## src/dmrb_pkg.sv

```systemverilog
/*
 * dmrb_pkg: constants and carrier types for the drive monitor register bank.
 * Assumes a single 250 MHz system clock; all users refer to names by
 * dmrb_pkg::name and never import the package.
 */
package dmrb_pkg;

  ////////////////////////////////////////////////////////////////////////////
  // register addresses (word addresses of the serial register space)
  localparam logic [15:0] ADDR_SERIAL_CTRL = 16'h0001; // writable control reg
  localparam logic [15:0] ADDR_CURRENT_MON = 16'h0026;
  localparam logic [15:0] ADDR_PI_FEEDBACK = 16'h0057;
  localparam logic [15:0] ADDR_PI_DEVIATION = 16'h0063;
  localparam logic [15:0] ADDR_PI_OUTPUT = 16'h0064;
  localparam logic [15:0] ADDR_PI_SETPOINT = 16'h0065;
  localparam logic [15:0] ADDR_IP_BASE = 16'h07b0;
  localparam logic [15:0] ADDR_SUBNET_BASE = 16'h07b4;
  localparam logic [15:0] ADDR_GATEWAY_BASE = 16'h07b8;
  localparam logic [15:0] ADDR_PI_SECOND_FB = 16'h07d2;
  localparam logic [15:0] ADDR_PI_ADJUSTED_FB = 16'h07d3;
  localparam logic [15:0] ADDR_OPT_FREQ_REF = 16'h07dc;
  localparam logic [15:0] ADDR_RUN_SOURCE = 16'h07dd;
  localparam logic [15:0] ADDR_SERIAL_CW_MIRROR = 16'h07de;
  localparam logic [15:0] ADDR_OPT_CW_MIRROR = 16'h07df;
  localparam logic [15:0] ADDR_LINK_SPEED = 16'h07f2;
  localparam logic [15:0] ADDR_DUPLEX = 16'h07f3;
  localparam logic [15:0] ADDR_FIRST_OPT_FAULT = 16'h07f8;
  localparam logic [15:0] ADDR_CUR_OPT_FAULT = 16'h07f9;
  localparam logic [15:0] ADDR_TIME_HHMM = 16'h3000;
  localparam logic [15:0] ADDR_DATE_YEAR = 16'h3001;
  localparam logic [15:0] ADDR_DATE_MMDD = 16'h3002;
  localparam logic [15:0] ADDR_DATE_WEEKDAY = 16'h3003;

  ////////////////////////////////////////////////////////////////////////////
  // field layout of the run-command source monitor (bcd digits xy-nn)
  localparam int RUN_SEL_LSB = 12;
  localparam int RUN_ORIGIN_LSB = 8;
  localparam int RUN_LIMIT_LSB = 0;
  localparam logic [3:0] LIMIT_SOFT_CHARGE = 4'h3;
  localparam logic [7:0] DIFF_FEEDBACK_FUNC = 8'h16; // function setting 16
  localparam logic [15:0] SPEED_10M = 16'h000a;
  localparam logic [15:0] SPEED_100M = 16'h0064;
  localparam logic [15:0] RESET_WORD = 16'h0000;

  // current scaling: full rated current reads as 8192
  localparam logic [31:0] CURRENT_FULL_SCALE = 32'h0000_2000;
  localparam logic [31:0] PERCENT_FULL_SCALE = 32'h0000_2710; // 100.00 %

  ////////////////////////////////////////////////////////////////////////////
  // timing
  localparam longint unsigned CLK_HZ = 250_000_000;
  localparam longint unsigned UV_DELAY_S = 10;
  localparam longint unsigned UV_DELAY_CYC = UV_DELAY_S * CLK_HZ;
  localparam longint unsigned FLASH_HALF_MS = 500;
  localparam longint unsigned FLASH_HALF_CYC = FLASH_HALF_MS * CLK_HZ / 1000;

  ////////////////////////////////////////////////////////////////////////////
  // encodings
  typedef enum logic [1:0] {
    RUN_SEL_OFF = 2'b00,
    RUN_SEL_AUTO = 2'b01,
    RUN_SEL_HAND = 2'b10
  } dmrb_run_sel_e;

  typedef enum logic [2:0] {
    ORIGIN_KEYPAD = 3'b000,
    ORIGIN_TERMINALS = 3'b001,
    ORIGIN_NETWORK = 3'b011,
    ORIGIN_OPTION = 3'b100
  } dmrb_origin_e;

  typedef enum logic [1:0] {
    CHG_IDLE = 2'b00,
    CHG_WAIT = 2'b01,
    CHG_EXPIRED = 2'b10
  } dmrb_chg_e;

  ////////////////////////////////////////////////////////////////////////////
  // carriers
  typedef struct packed {
    logic [15:0] feedback;
    logic [15:0] second_feedback;
    logic [15:0] deviation;
    logic [15:0] output_value;
    logic [15:0] setpoint;
  } dmrb_pi_s;

  typedef struct packed {
    logic [4:0] hours;
    logic [5:0] minutes;
    logic [15:0] year;
    logic [3:0] month;
    logic [4:0] day;
    logic [2:0] weekday; // 0 sunday .. 6 saturday
  } dmrb_calendar_s;

  typedef struct packed {
    logic [31:0] ip_addr;
    logic [31:0] subnet;
    logic [31:0] gateway;
    logic speed_100m;
    logic full_duplex;
    logic [15:0] first_fault;
    logic [15:0] current_fault;
  } dmrb_network_s;

  typedef struct packed {
    dmrb_run_sel_e run_sel;
    dmrb_origin_e origin;
    logic [7:0] limit_bcd;
    logic soft_charge_wait;
  } dmrb_run_s;

endpackage

```

## src/dmrb_monitor_bank.sv

```systemverilog
/*
 * dmrb_monitor_bank: read-only monitor register bank of a bypass controller.
 * Holds the register read/write port, the control word mirrors and the
 * soft-charge wait timer. Assumes all inputs come from logic on sys_clk_i,
 * so no input is synchronised.
 */
`timescale 1ns/1ps
`default_nettype none

module dmrb_monitor_bank #(
  parameter longint unsigned UV_DELAY_CYCLES = dmrb_pkg::UV_DELAY_CYC,
  parameter longint unsigned FLASH_HALF_CYCLES = dmrb_pkg::FLASH_HALF_CYC
) (
  input wire logic sys_clk_i,
  input wire logic reset_n_i,
  // register port
  input wire logic rd_en_i,
  input wire logic wr_en_i,
  input wire logic [15:0] addr_i,
  input wire logic [15:0] wr_data_i,
  output logic [15:0] rd_data_o,
  output logic rd_valid_o,
  output logic rd_err_o,
  output logic wr_refused_o,
  // monitored values
  input wire dmrb_pkg::dmrb_run_s run_i,
  input wire logic opt_cw_wr_i,
  input wire logic [15:0] opt_cw_i,
  input wire logic opt_freq_wr_i,
  input wire logic [15:0] opt_freq_i,
  input wire logic [15:0] current_pct_i,
  input wire dmrb_pkg::dmrb_pi_s pi_i,
  input wire logic [7:0] analog_input_function_setting_i,
  input wire dmrb_pkg::dmrb_calendar_s calendar_i,
  input wire dmrb_pkg::dmrb_network_s network_i,
  // outputs to the controller
  output logic [15:0] serial_control_word_o,
  output logic undervoltage_indication_o
);

  ////////////////////////////////////////////////////////////////////////////
  // elaboration checks
  if (UV_DELAY_CYCLES < 1 || UV_DELAY_CYCLES > 64'h0000_0000_ffff_ffff) begin
    $error("UV_DELAY_CYCLES must fit in 32 bits and be nonzero");
  end
  if (FLASH_HALF_CYCLES < 1 ||
      FLASH_HALF_CYCLES > 64'h0000_0000_ffff_ffff) begin
    $error("FLASH_HALF_CYCLES must fit in 32 bits and be nonzero");
  end

  localparam logic [31:0] UV_LAST = 32'(UV_DELAY_CYCLES - 1);
  localparam logic [31:0] FLASH_LAST = 32'(FLASH_HALF_CYCLES - 1);

  ////////////////////////////////////////////////////////////////////////////
  // state
  typedef struct packed {
    dmrb_pkg::dmrb_chg_e chg;
    logic [31:0] wait_cnt;
    logic [31:0] flash_cnt;
    logic flash;
    logic [15:0] serial_cw;
    logic [15:0] option_cw;
    logic [15:0] option_freq;
    logic [15:0] rd_data;
    logic rd_valid;
    logic rd_err;
    logic wr_refused;
  } dmrb_state_s;

  dmrb_state_s state_ff;
  dmrb_state_s nxt_state;

  ////////////////////////////////////////////////////////////////////////////
  // helpers

  // two binary fields joined as four decimal digits, e.g. hhmm or mmdd
  function automatic logic [15:0] pair_decimal(input logic [6:0] hi,
                                               input logic [6:0] lo);
    logic [15:0] prod;
    prod = 16'(hi) * 16'h0064;
    return prod + 16'(lo);
  endfunction

  // one octet of a 32-bit address, index 0 is the most significant
  function automatic logic [15:0] octet(input logic [31:0] word,
                                        input logic [1:0] idx);
    logic [7:0] sel;
    case (idx)
      2'h0: sel = word[31:24];
      2'h1: sel = word[23:16];
      2'h2: sel = word[15:8];
      default: sel = word[7:0];
    endcase
    return {8'h00, sel};
  endfunction

  ////////////////////////////////////////////////////////////////////////////
  // derived monitor values
  logic differential;
  logic [3:0] limit_hi;
  logic [3:0] limit_lo;
  logic [15:0] run_word;
  logic [15:0] adjusted_fb;
  logic [15:0] second_fb;
  logic [31:0] current_scaled;
  logic [31:0] current_prod;

  // differential feedback only when an analog input has function 16
  // second feedback gating
  assign differential =
    (analog_input_function_setting_i == dmrb_pkg::DIFF_FEEDBACK_FUNC);
  assign second_fb = differential ? pi_i.second_feedback :
                     dmrb_pkg::RESET_WORD;
  assign adjusted_fb = differential ?
                       16'(pi_i.feedback - pi_i.second_feedback) :
                       pi_i.feedback;

  // soft-charge wait overrides the reported limit code
  // limit code 03
  assign limit_hi = run_i.soft_charge_wait ? 4'h0 : run_i.limit_bcd[7:4];
  assign limit_lo = run_i.soft_charge_wait ? dmrb_pkg::LIMIT_SOFT_CHARGE :
                    run_i.limit_bcd[3:0];

  // bcd digits x, y and nn of the run source monitor
  // selection digit
  assign run_word = (16'({2'b00, run_i.run_sel}) << dmrb_pkg::RUN_SEL_LSB) |
                    (16'({1'b0, run_i.origin}) << dmrb_pkg::RUN_ORIGIN_LSB) |
                    (16'({limit_hi, limit_lo}) << dmrb_pkg::RUN_LIMIT_LSB);

  // constant divide keeps the scale exact; costs a fixed divider in area
  // 8192 full scale
  assign current_prod = 32'(current_pct_i) * dmrb_pkg::CURRENT_FULL_SCALE;
  assign current_scaled = current_prod / dmrb_pkg::PERCENT_FULL_SCALE;

  ////////////////////////////////////////////////////////////////////////////
  // read decode
  logic [15:0] rd_word;
  logic rd_hit;

  always_comb begin
    rd_word = dmrb_pkg::RESET_WORD;
    rd_hit = 1'b1;
    case (addr_i)
      dmrb_pkg::ADDR_RUN_SOURCE: rd_word = run_word;
      dmrb_pkg::ADDR_SERIAL_CW_MIRROR: rd_word = state_ff.serial_cw;
      dmrb_pkg::ADDR_OPT_CW_MIRROR: rd_word = state_ff.option_cw;
      dmrb_pkg::ADDR_OPT_FREQ_REF: rd_word = state_ff.option_freq;
      dmrb_pkg::ADDR_CURRENT_MON: rd_word = current_scaled[15:0];
      dmrb_pkg::ADDR_PI_FEEDBACK: rd_word = pi_i.feedback;
      dmrb_pkg::ADDR_PI_DEVIATION: rd_word = pi_i.deviation;
      dmrb_pkg::ADDR_PI_OUTPUT: rd_word = pi_i.output_value;
      dmrb_pkg::ADDR_PI_SETPOINT: rd_word = pi_i.setpoint;
      dmrb_pkg::ADDR_PI_SECOND_FB: rd_word = second_fb;
      dmrb_pkg::ADDR_PI_ADJUSTED_FB: rd_word = adjusted_fb;
      dmrb_pkg::ADDR_TIME_HHMM: begin
        rd_word = pair_decimal({2'b00, calendar_i.hours}, {1'b0,
                               calendar_i.minutes});
      end
      dmrb_pkg::ADDR_DATE_YEAR: rd_word = calendar_i.year;
      dmrb_pkg::ADDR_DATE_MMDD: begin
        rd_word = pair_decimal({3'b000, calendar_i.month},
                               {2'b00, calendar_i.day});
      end
      dmrb_pkg::ADDR_DATE_WEEKDAY: rd_word = {13'h0000, calendar_i.weekday};
      dmrb_pkg::ADDR_LINK_SPEED: begin
        rd_word = network_i.speed_100m ? dmrb_pkg::SPEED_100M :
                  dmrb_pkg::SPEED_10M;
      end
      dmrb_pkg::ADDR_DUPLEX: rd_word = {15'h0000, network_i.full_duplex};
      dmrb_pkg::ADDR_FIRST_OPT_FAULT: rd_word = network_i.first_fault;
      dmrb_pkg::ADDR_CUR_OPT_FAULT: rd_word = network_i.current_fault;
      default: begin
        if (addr_i[15:2] == dmrb_pkg::ADDR_IP_BASE[15:2]) begin
          rd_word = octet(network_i.ip_addr, addr_i[1:0]);
        end else if (addr_i[15:2] == dmrb_pkg::ADDR_SUBNET_BASE[15:2]) begin
          rd_word = octet(network_i.subnet, addr_i[1:0]);
        end else if (addr_i[15:2] == dmrb_pkg::ADDR_GATEWAY_BASE[15:2]) begin
          rd_word = octet(network_i.gateway, addr_i[1:0]);
        end else begin
          rd_hit = 1'b0;
        end
      end
    endcase
  end

  ////////////////////////////////////////////////////////////////////////////
  // next state
  always_comb begin
    nxt_state = state_ff;
    nxt_state.rd_valid = rd_en_i;
    nxt_state.rd_err = rd_en_i && !rd_hit;
    nxt_state.rd_data = (rd_en_i && rd_hit) ? rd_word : dmrb_pkg::RESET_WORD;

    // only the control register accepts data; monitor writes are refused
    // writes ignored
    nxt_state.wr_refused = wr_en_i && (addr_i != dmrb_pkg::ADDR_SERIAL_CTRL);
    if (wr_en_i && addr_i == dmrb_pkg::ADDR_SERIAL_CTRL) begin
      nxt_state.serial_cw = wr_data_i;
    end
    if (opt_cw_wr_i) begin
      nxt_state.option_cw = opt_cw_i;
    end
    if (opt_freq_wr_i) begin
      nxt_state.option_freq = opt_freq_i;
    end

    // soft-charge wait timer; flashing only once the wait has run 10 s
    // wait timer and flash
    case (state_ff.chg)
      dmrb_pkg::CHG_IDLE: begin
        nxt_state.wait_cnt = 32'h0000_0000;
        nxt_state.flash_cnt = 32'h0000_0000;
        nxt_state.flash = 1'b0;
        if (run_i.soft_charge_wait) begin
          nxt_state.chg = dmrb_pkg::CHG_WAIT;
        end
      end
      dmrb_pkg::CHG_WAIT: begin
        if (!run_i.soft_charge_wait) begin
          nxt_state.chg = dmrb_pkg::CHG_IDLE;
        end else if (state_ff.wait_cnt >= UV_LAST) begin
          nxt_state.chg = dmrb_pkg::CHG_EXPIRED;
          nxt_state.flash = 1'b1;
        end else begin
          nxt_state.wait_cnt = state_ff.wait_cnt + 32'h0000_0001;
        end
      end
      dmrb_pkg::CHG_EXPIRED: begin
        if (!run_i.soft_charge_wait) begin
          nxt_state.chg = dmrb_pkg::CHG_IDLE;
          nxt_state.flash = 1'b0;
        end else if (state_ff.flash_cnt >= FLASH_LAST) begin
          nxt_state.flash_cnt = 32'h0000_0000;
          nxt_state.flash = !state_ff.flash;
        end else begin
          nxt_state.flash_cnt = state_ff.flash_cnt + 32'h0000_0001;
        end
      end
      default: begin
        nxt_state.chg = dmrb_pkg::CHG_IDLE;
      end
    endcase
  end

  ////////////////////////////////////////////////////////////////////////////
  // state register
  always_ff @(posedge sys_clk_i or negedge reset_n_i) begin
    if (!reset_n_i) begin
      state_ff <= '0;
    end else begin
      state_ff <= nxt_state;
    end
  end

  ////////////////////////////////////////////////////////////////////////////
  // outputs
  assign rd_data_o = state_ff.rd_data;
  assign rd_valid_o = state_ff.rd_valid;
  assign rd_err_o = state_ff.rd_err;
  assign wr_refused_o = state_ff.wr_refused;
  assign serial_control_word_o = state_ff.serial_cw;
  assign undervoltage_indication_o = state_ff.flash;

endmodule

`default_nettype wire

```

## config.mk

```make
export PLATFORM = sky130hd
export DESIGN_NAME = dmrb_monitor_bank
export DESIGN_NICKNAME = d
export VERILOG_FILES = /design/src/dmrb_pkg.sv /design/src/dmrb_monitor_bank.sv
export SDC_FILE = /design/constraint.sdc
export NUM_CORES = 1
export LEC_CHECK = 0
export BUFFER_PORTS_ARGS = -buffer_cell sky130_fd_sc_hd__clkbuf_2
export CORE_MARGIN = 1
export CORE_UTILIZATION = 61
export DETAILED_ROUTE_END_ITERATION = 8
export HOLD_SLACK_MARGIN = 0.12
export PLACE_DENSITY = 0.88
export SYNTH_ARGS = -nofsm -noshare
export SYNTH_HDL_FRONTEND = slang
export SYNTH_SLANG_ARGS = --single-unit
```

## constraint.sdc

```tcl
create_clock -name sys_clk_i -period 10.21 [get_ports sys_clk_i]
set_clock_uncertainty 0.15 [all_clocks]
set_input_delay 1.021 -clock sys_clk_i [delete_from_list [all_inputs] [get_ports sys_clk_i]]
set_output_delay 1.021 -clock sys_clk_i [all_outputs]
set_load 0.005 [all_outputs]
```

==> impl_metrics.ini, run 1 <==
[status]
status = aborted with a tool error
lastStage = global routing (5_1_grt)
error = [ERROR GRT-0232] Routing congestion too high. Check the congestion heatmap in the GUI.

[synthesis]
async_flop_share_pct = 100
synth-edff-count = 0
syn_area_um2 = 17800
yosysMostFrequentCell = nand2_1
ys_types = 141
syn_inst = 2191
yosys-top-cells-count = 229 x nand2_1, 147 x nor2_1, 145 x o21ai_0
synth_top_cell_by_area = dfrtp_1
avgSynthCellArea_um2 = 8.12
synth_fp_nets = 2616
synth_top_area_share_pct = 18.8
synth_flop_cell = dfrtp_1
yosys-top-cells-area = dfrtp_1 19%, nand2_1 4.8%, mux2_2 4.6%
ys_seq_area_share_pct = 18.8
ys_ff_latch = 134
yosys_warnings = 0

[cts]
h-tree-depth = 4
clockRootBuffer = clkbuf_16
hold_buffers = 0
cts_buffer_depth = 2
clkSinkCount = 134
cts_buffers = 17

[place]
port_buffers = 392
place.gp.congestion = 1.19
dp_hpwl_um = 66800

[timing]
grt-worst-endpoint = rd_data_o[0]$_DFF_PN0_/D
worstEpCategory = sequential cell input

[global_routing]
overflow = 231
grt_max_degree = 73
grt_usage_pct = 86.8

[floorplan]
die_w_um = 173
rows = 62
fp.dieH_um = 173
ioPinCount = 393
start_util_pct = 62.0
cell families after synthesis:
kind of cell | after synthesis | synth area share [%]
DFF | 134 | 18.8
and+or+nand+nor | 784 | 22.3
xor gates and xnor gates | 118 | 6.06
buffers and inverters | 205 | 5.50
muxes | 148 | 10.7
adders and majority gates | 70 | 5.11
AOI/OAI and AO/OA | 732 | 31.5
routing by layer:
layer / GRT overflow / GRT usage (%)
met4: 63 / 86.9
met3: 22 / 79.4
met5: 0 / 53.5
met2: 114 / 98.0
met1: 32 / 85.1
repair_timing:
action / 4_1_cts
pin swaps: 24
cloned: 1
resized for setup: 48
setup buffers: 38
endpoints found under the setup margin: 7
through the flow:
step | area [um^2] | cells | worst slack (ns) | util, % | setup TNS, ns
2_1_floorplan | 18100 | 2191 | -7.83 | - | -36.00
3_3_place_gp | 23900 | 3375 | -5.82 | 83.2 | -25.01
3_5_place_dp | 23900 | 3375 | -6.63 | 83.2 | -29.67
4_1_cts | 25000 | 3443 | -5.84 | 87.1 | -24.91
==> run 2, diff against run 1 <==
- CORE_UTILIZATION: 61 -> 40
- HOLD_SLACK_MARGIN: 0.12 -> default
- PLACE_DENSITY: 0.88 -> default
- PLACE_DENSITY_LB_ADDON: default -> 0.15
==> impl_metrics.ini, run 2 <==
[global_routing]
grt_pass1_wl_um = 124000
grt_usage_pct = 35.4
overflow = 0
grt_pass1_vias = 21600
antenna_found_initial = 8
grt_max_degree = 70

[floorplan]
rows = 76
die-area_um2 = 45300
fp.dieH_um = 213
ioPinCount = 393
start_util_pct = 40.9
core_area_um2 = 43500
die_w_um = 213

[timing]
setup_tns_ns = -25.53
rsz0062_at_grt = true
setup_viol = 7
finalCriticalPeriod_ns = 16.15
period_share_pct = 158
setup_slack_ns = -5.94
slew_headroom_pct = 13.5
clock.fmax_mhz = 61.9
hold_slack_ns = 0.338
worstMarginPinSlew_ns = 1.29
hold_viol = 0
maxSlewViolCount = 0

[place]
placed_area_um2 = 24300
port_buffers = 392
place.gp.congestion = 0.993
dp_hpwl_um = 66400
dpl_worst_slack_ns = -6.52

[synthesis]
yosys_warnings = 0
yosys-top-cells-count = 229 x nand2_1, 147 x nor2_1, 145 x o21ai_0
ys_seq_area_share_pct = 18.8
yosys-top-cells-area = dfrtp_1 19%, nand2_1 4.8%, mux2_2 4.6%
ys_ff_latch = 134
syn_area_um2 = 17800
avgSynthCellArea_um2 = 8.12
ys_types = 141
synth_fp_nets = 2616
async_flop_share_pct = 100
synth_top_area_share_pct = 18.8
syn_inst = 2191
synth_top_cell_by_area = dfrtp_1
yosysMostFrequentCell = nand2_1
synth-edff-count = 0
synth_flop_cell = dfrtp_1

[final_layout]
fillers = 4034
seq_area_um2 = 3350
drive_gt1_share_pct = 42.9
multiInputGateArea_um2 = 14100
layout_commonest_cell = buf_4
largest_register_ff_count = 98
regMostFlops = state_ff
fin_nets = 3512
areaGrowthSynthToFinish_pct = 44.9
design_area_um2 = 25800
final_cell_mix = 595 x buf_4, 390 x clkbuf_2, 226 x nand2_1

[setup_path]
worst_path_largest_cell_delay_ns = 0.54
cpMostUsedCell = ha_4
endpoint_kind = flop
cp_max_fo = 7
arrival_ns = 16.26
ff2ff_path_depth = 19
start_kind = input port
critical_path_class = input port to flop
crit_slowest_cell = or4_4
cp.required_ns = 10.32

[detailed_routing]
ant_nets = 0
vias = 22100
drt-initial-drc-count = 2245
first_pass_iters = 9
finalWirelength_um = 81200
drc_errors = 2
vias_per_cell = 5.99
wl_per_cell_um = 22.0

[cts]
cts_buffer_depth = 2
cts_buffers = 17
clockRootBuffer = clkbuf_16
h-tree-depth = 4
clk_latency_ns = 0.44
clkSinkCount = 134
cts_tree = built
cts.clk_slew.worst_paths_ns = 0.07

[status]
status = complete, but fails checks
violations = DRC, setup timing

[min_path]
whs_path_depth = 1
hp-class = flop to flop

[run]
cap_viol_max_count = 0
[run 2: cell counts after synthesis]
No cell type changed its count.
[run 2: final timing paths]
kind	startpoint	end	slack [ns]
setup / recovery	current_pct_i[6]	rd_data_o[1]	-5.94
hold / removal	state_ff[90]	state_ff[90]	0.34
setup reg to reg	state_ff[100]	state_ff[129]	5.47
hold reg to reg	state_ff[90]	state_ff[90]	0.34
max in group asynchronous	reset_n_i	state_ff[81]	8.02
min in group asynchronous	reset_n_i	serial_control_word_o[8]	0.46
[run 2: layout make-up]
| cell class | instances | share of cell area (%) |
|---|---|---|
| clock buffer | 19 | 1.72 |
| inverter | 76 | 1.18 |
| clock inverter | 13 | 0.568 |
| multi-input combinational | 1852 | 54.6 |
| antenna | 7 | 0.0679 |
| timing repair buffer | 1006 | 26.0 |
| sequential | 134 | 13.0 |
| tap | 585 | 2.84 |
[run 2: per-layer routing]
metal | up-vias | GRT usage, % | part of all wire, %
met4 | 8 | 15.3 | 4.2
met2 | 1031 | 55.7 | 45
li1 | 10200 | - | -
met3 | 177 | 7.41 | 8.9
met1 | 10700 | 46.7 | 41
met5 | - | 0 | 0.064
[run 2: logic make-up after synthesis]
logic type      count (synthesis)  share of synthesized area [%]
flops                         134                           18.8
fa+ha+maj                      70                           5.11
simple gates                  784                           22.3
compound gates                732                           31.5
mux                           148                           10.7
buf+inv                       205                           5.50
xor+xnor                      118                           6.06
[run 2: critical path, delay by kind of cell]
kind / cells / cell delay (ns)
compound gates: 33 / 6.87
simple gates: 24 / 4.02
fa+ha+maj: 9 / 2.06
mux: 4 / 0.99
buf+inv: 11 / 0.94
xor+xnor: 2 / 0.32
[run 2: per-stage QoR]
| stage | utilization [%] | cells |
|---|---|---|
| finish | 59.3 | 3692 |
| global route | 59.3 | 3688 |
| CTS | 58.4 | 3664 |
| detailed placement | 56.0 | 3600 |
| global placement | 56.0 | 3600 |
| floorplan | - | 2191 |
[run 2: what timing repair did]
item / 4_1_cts / 5_1_grt
resized for setup: 43 / 45
setup buffers: 34 / 24
pin swaps: 16 / 23
cloned: 0 / 1
hold buffers: 0 / 0
hold endpoints to repair: 0 / 0
setup endpoints to repair: 7 / 7
Power of run 2 is left out: the tool's default activity adds up to more than one toggle a clock period on the data nets, which glitch-free logic cannot reach.
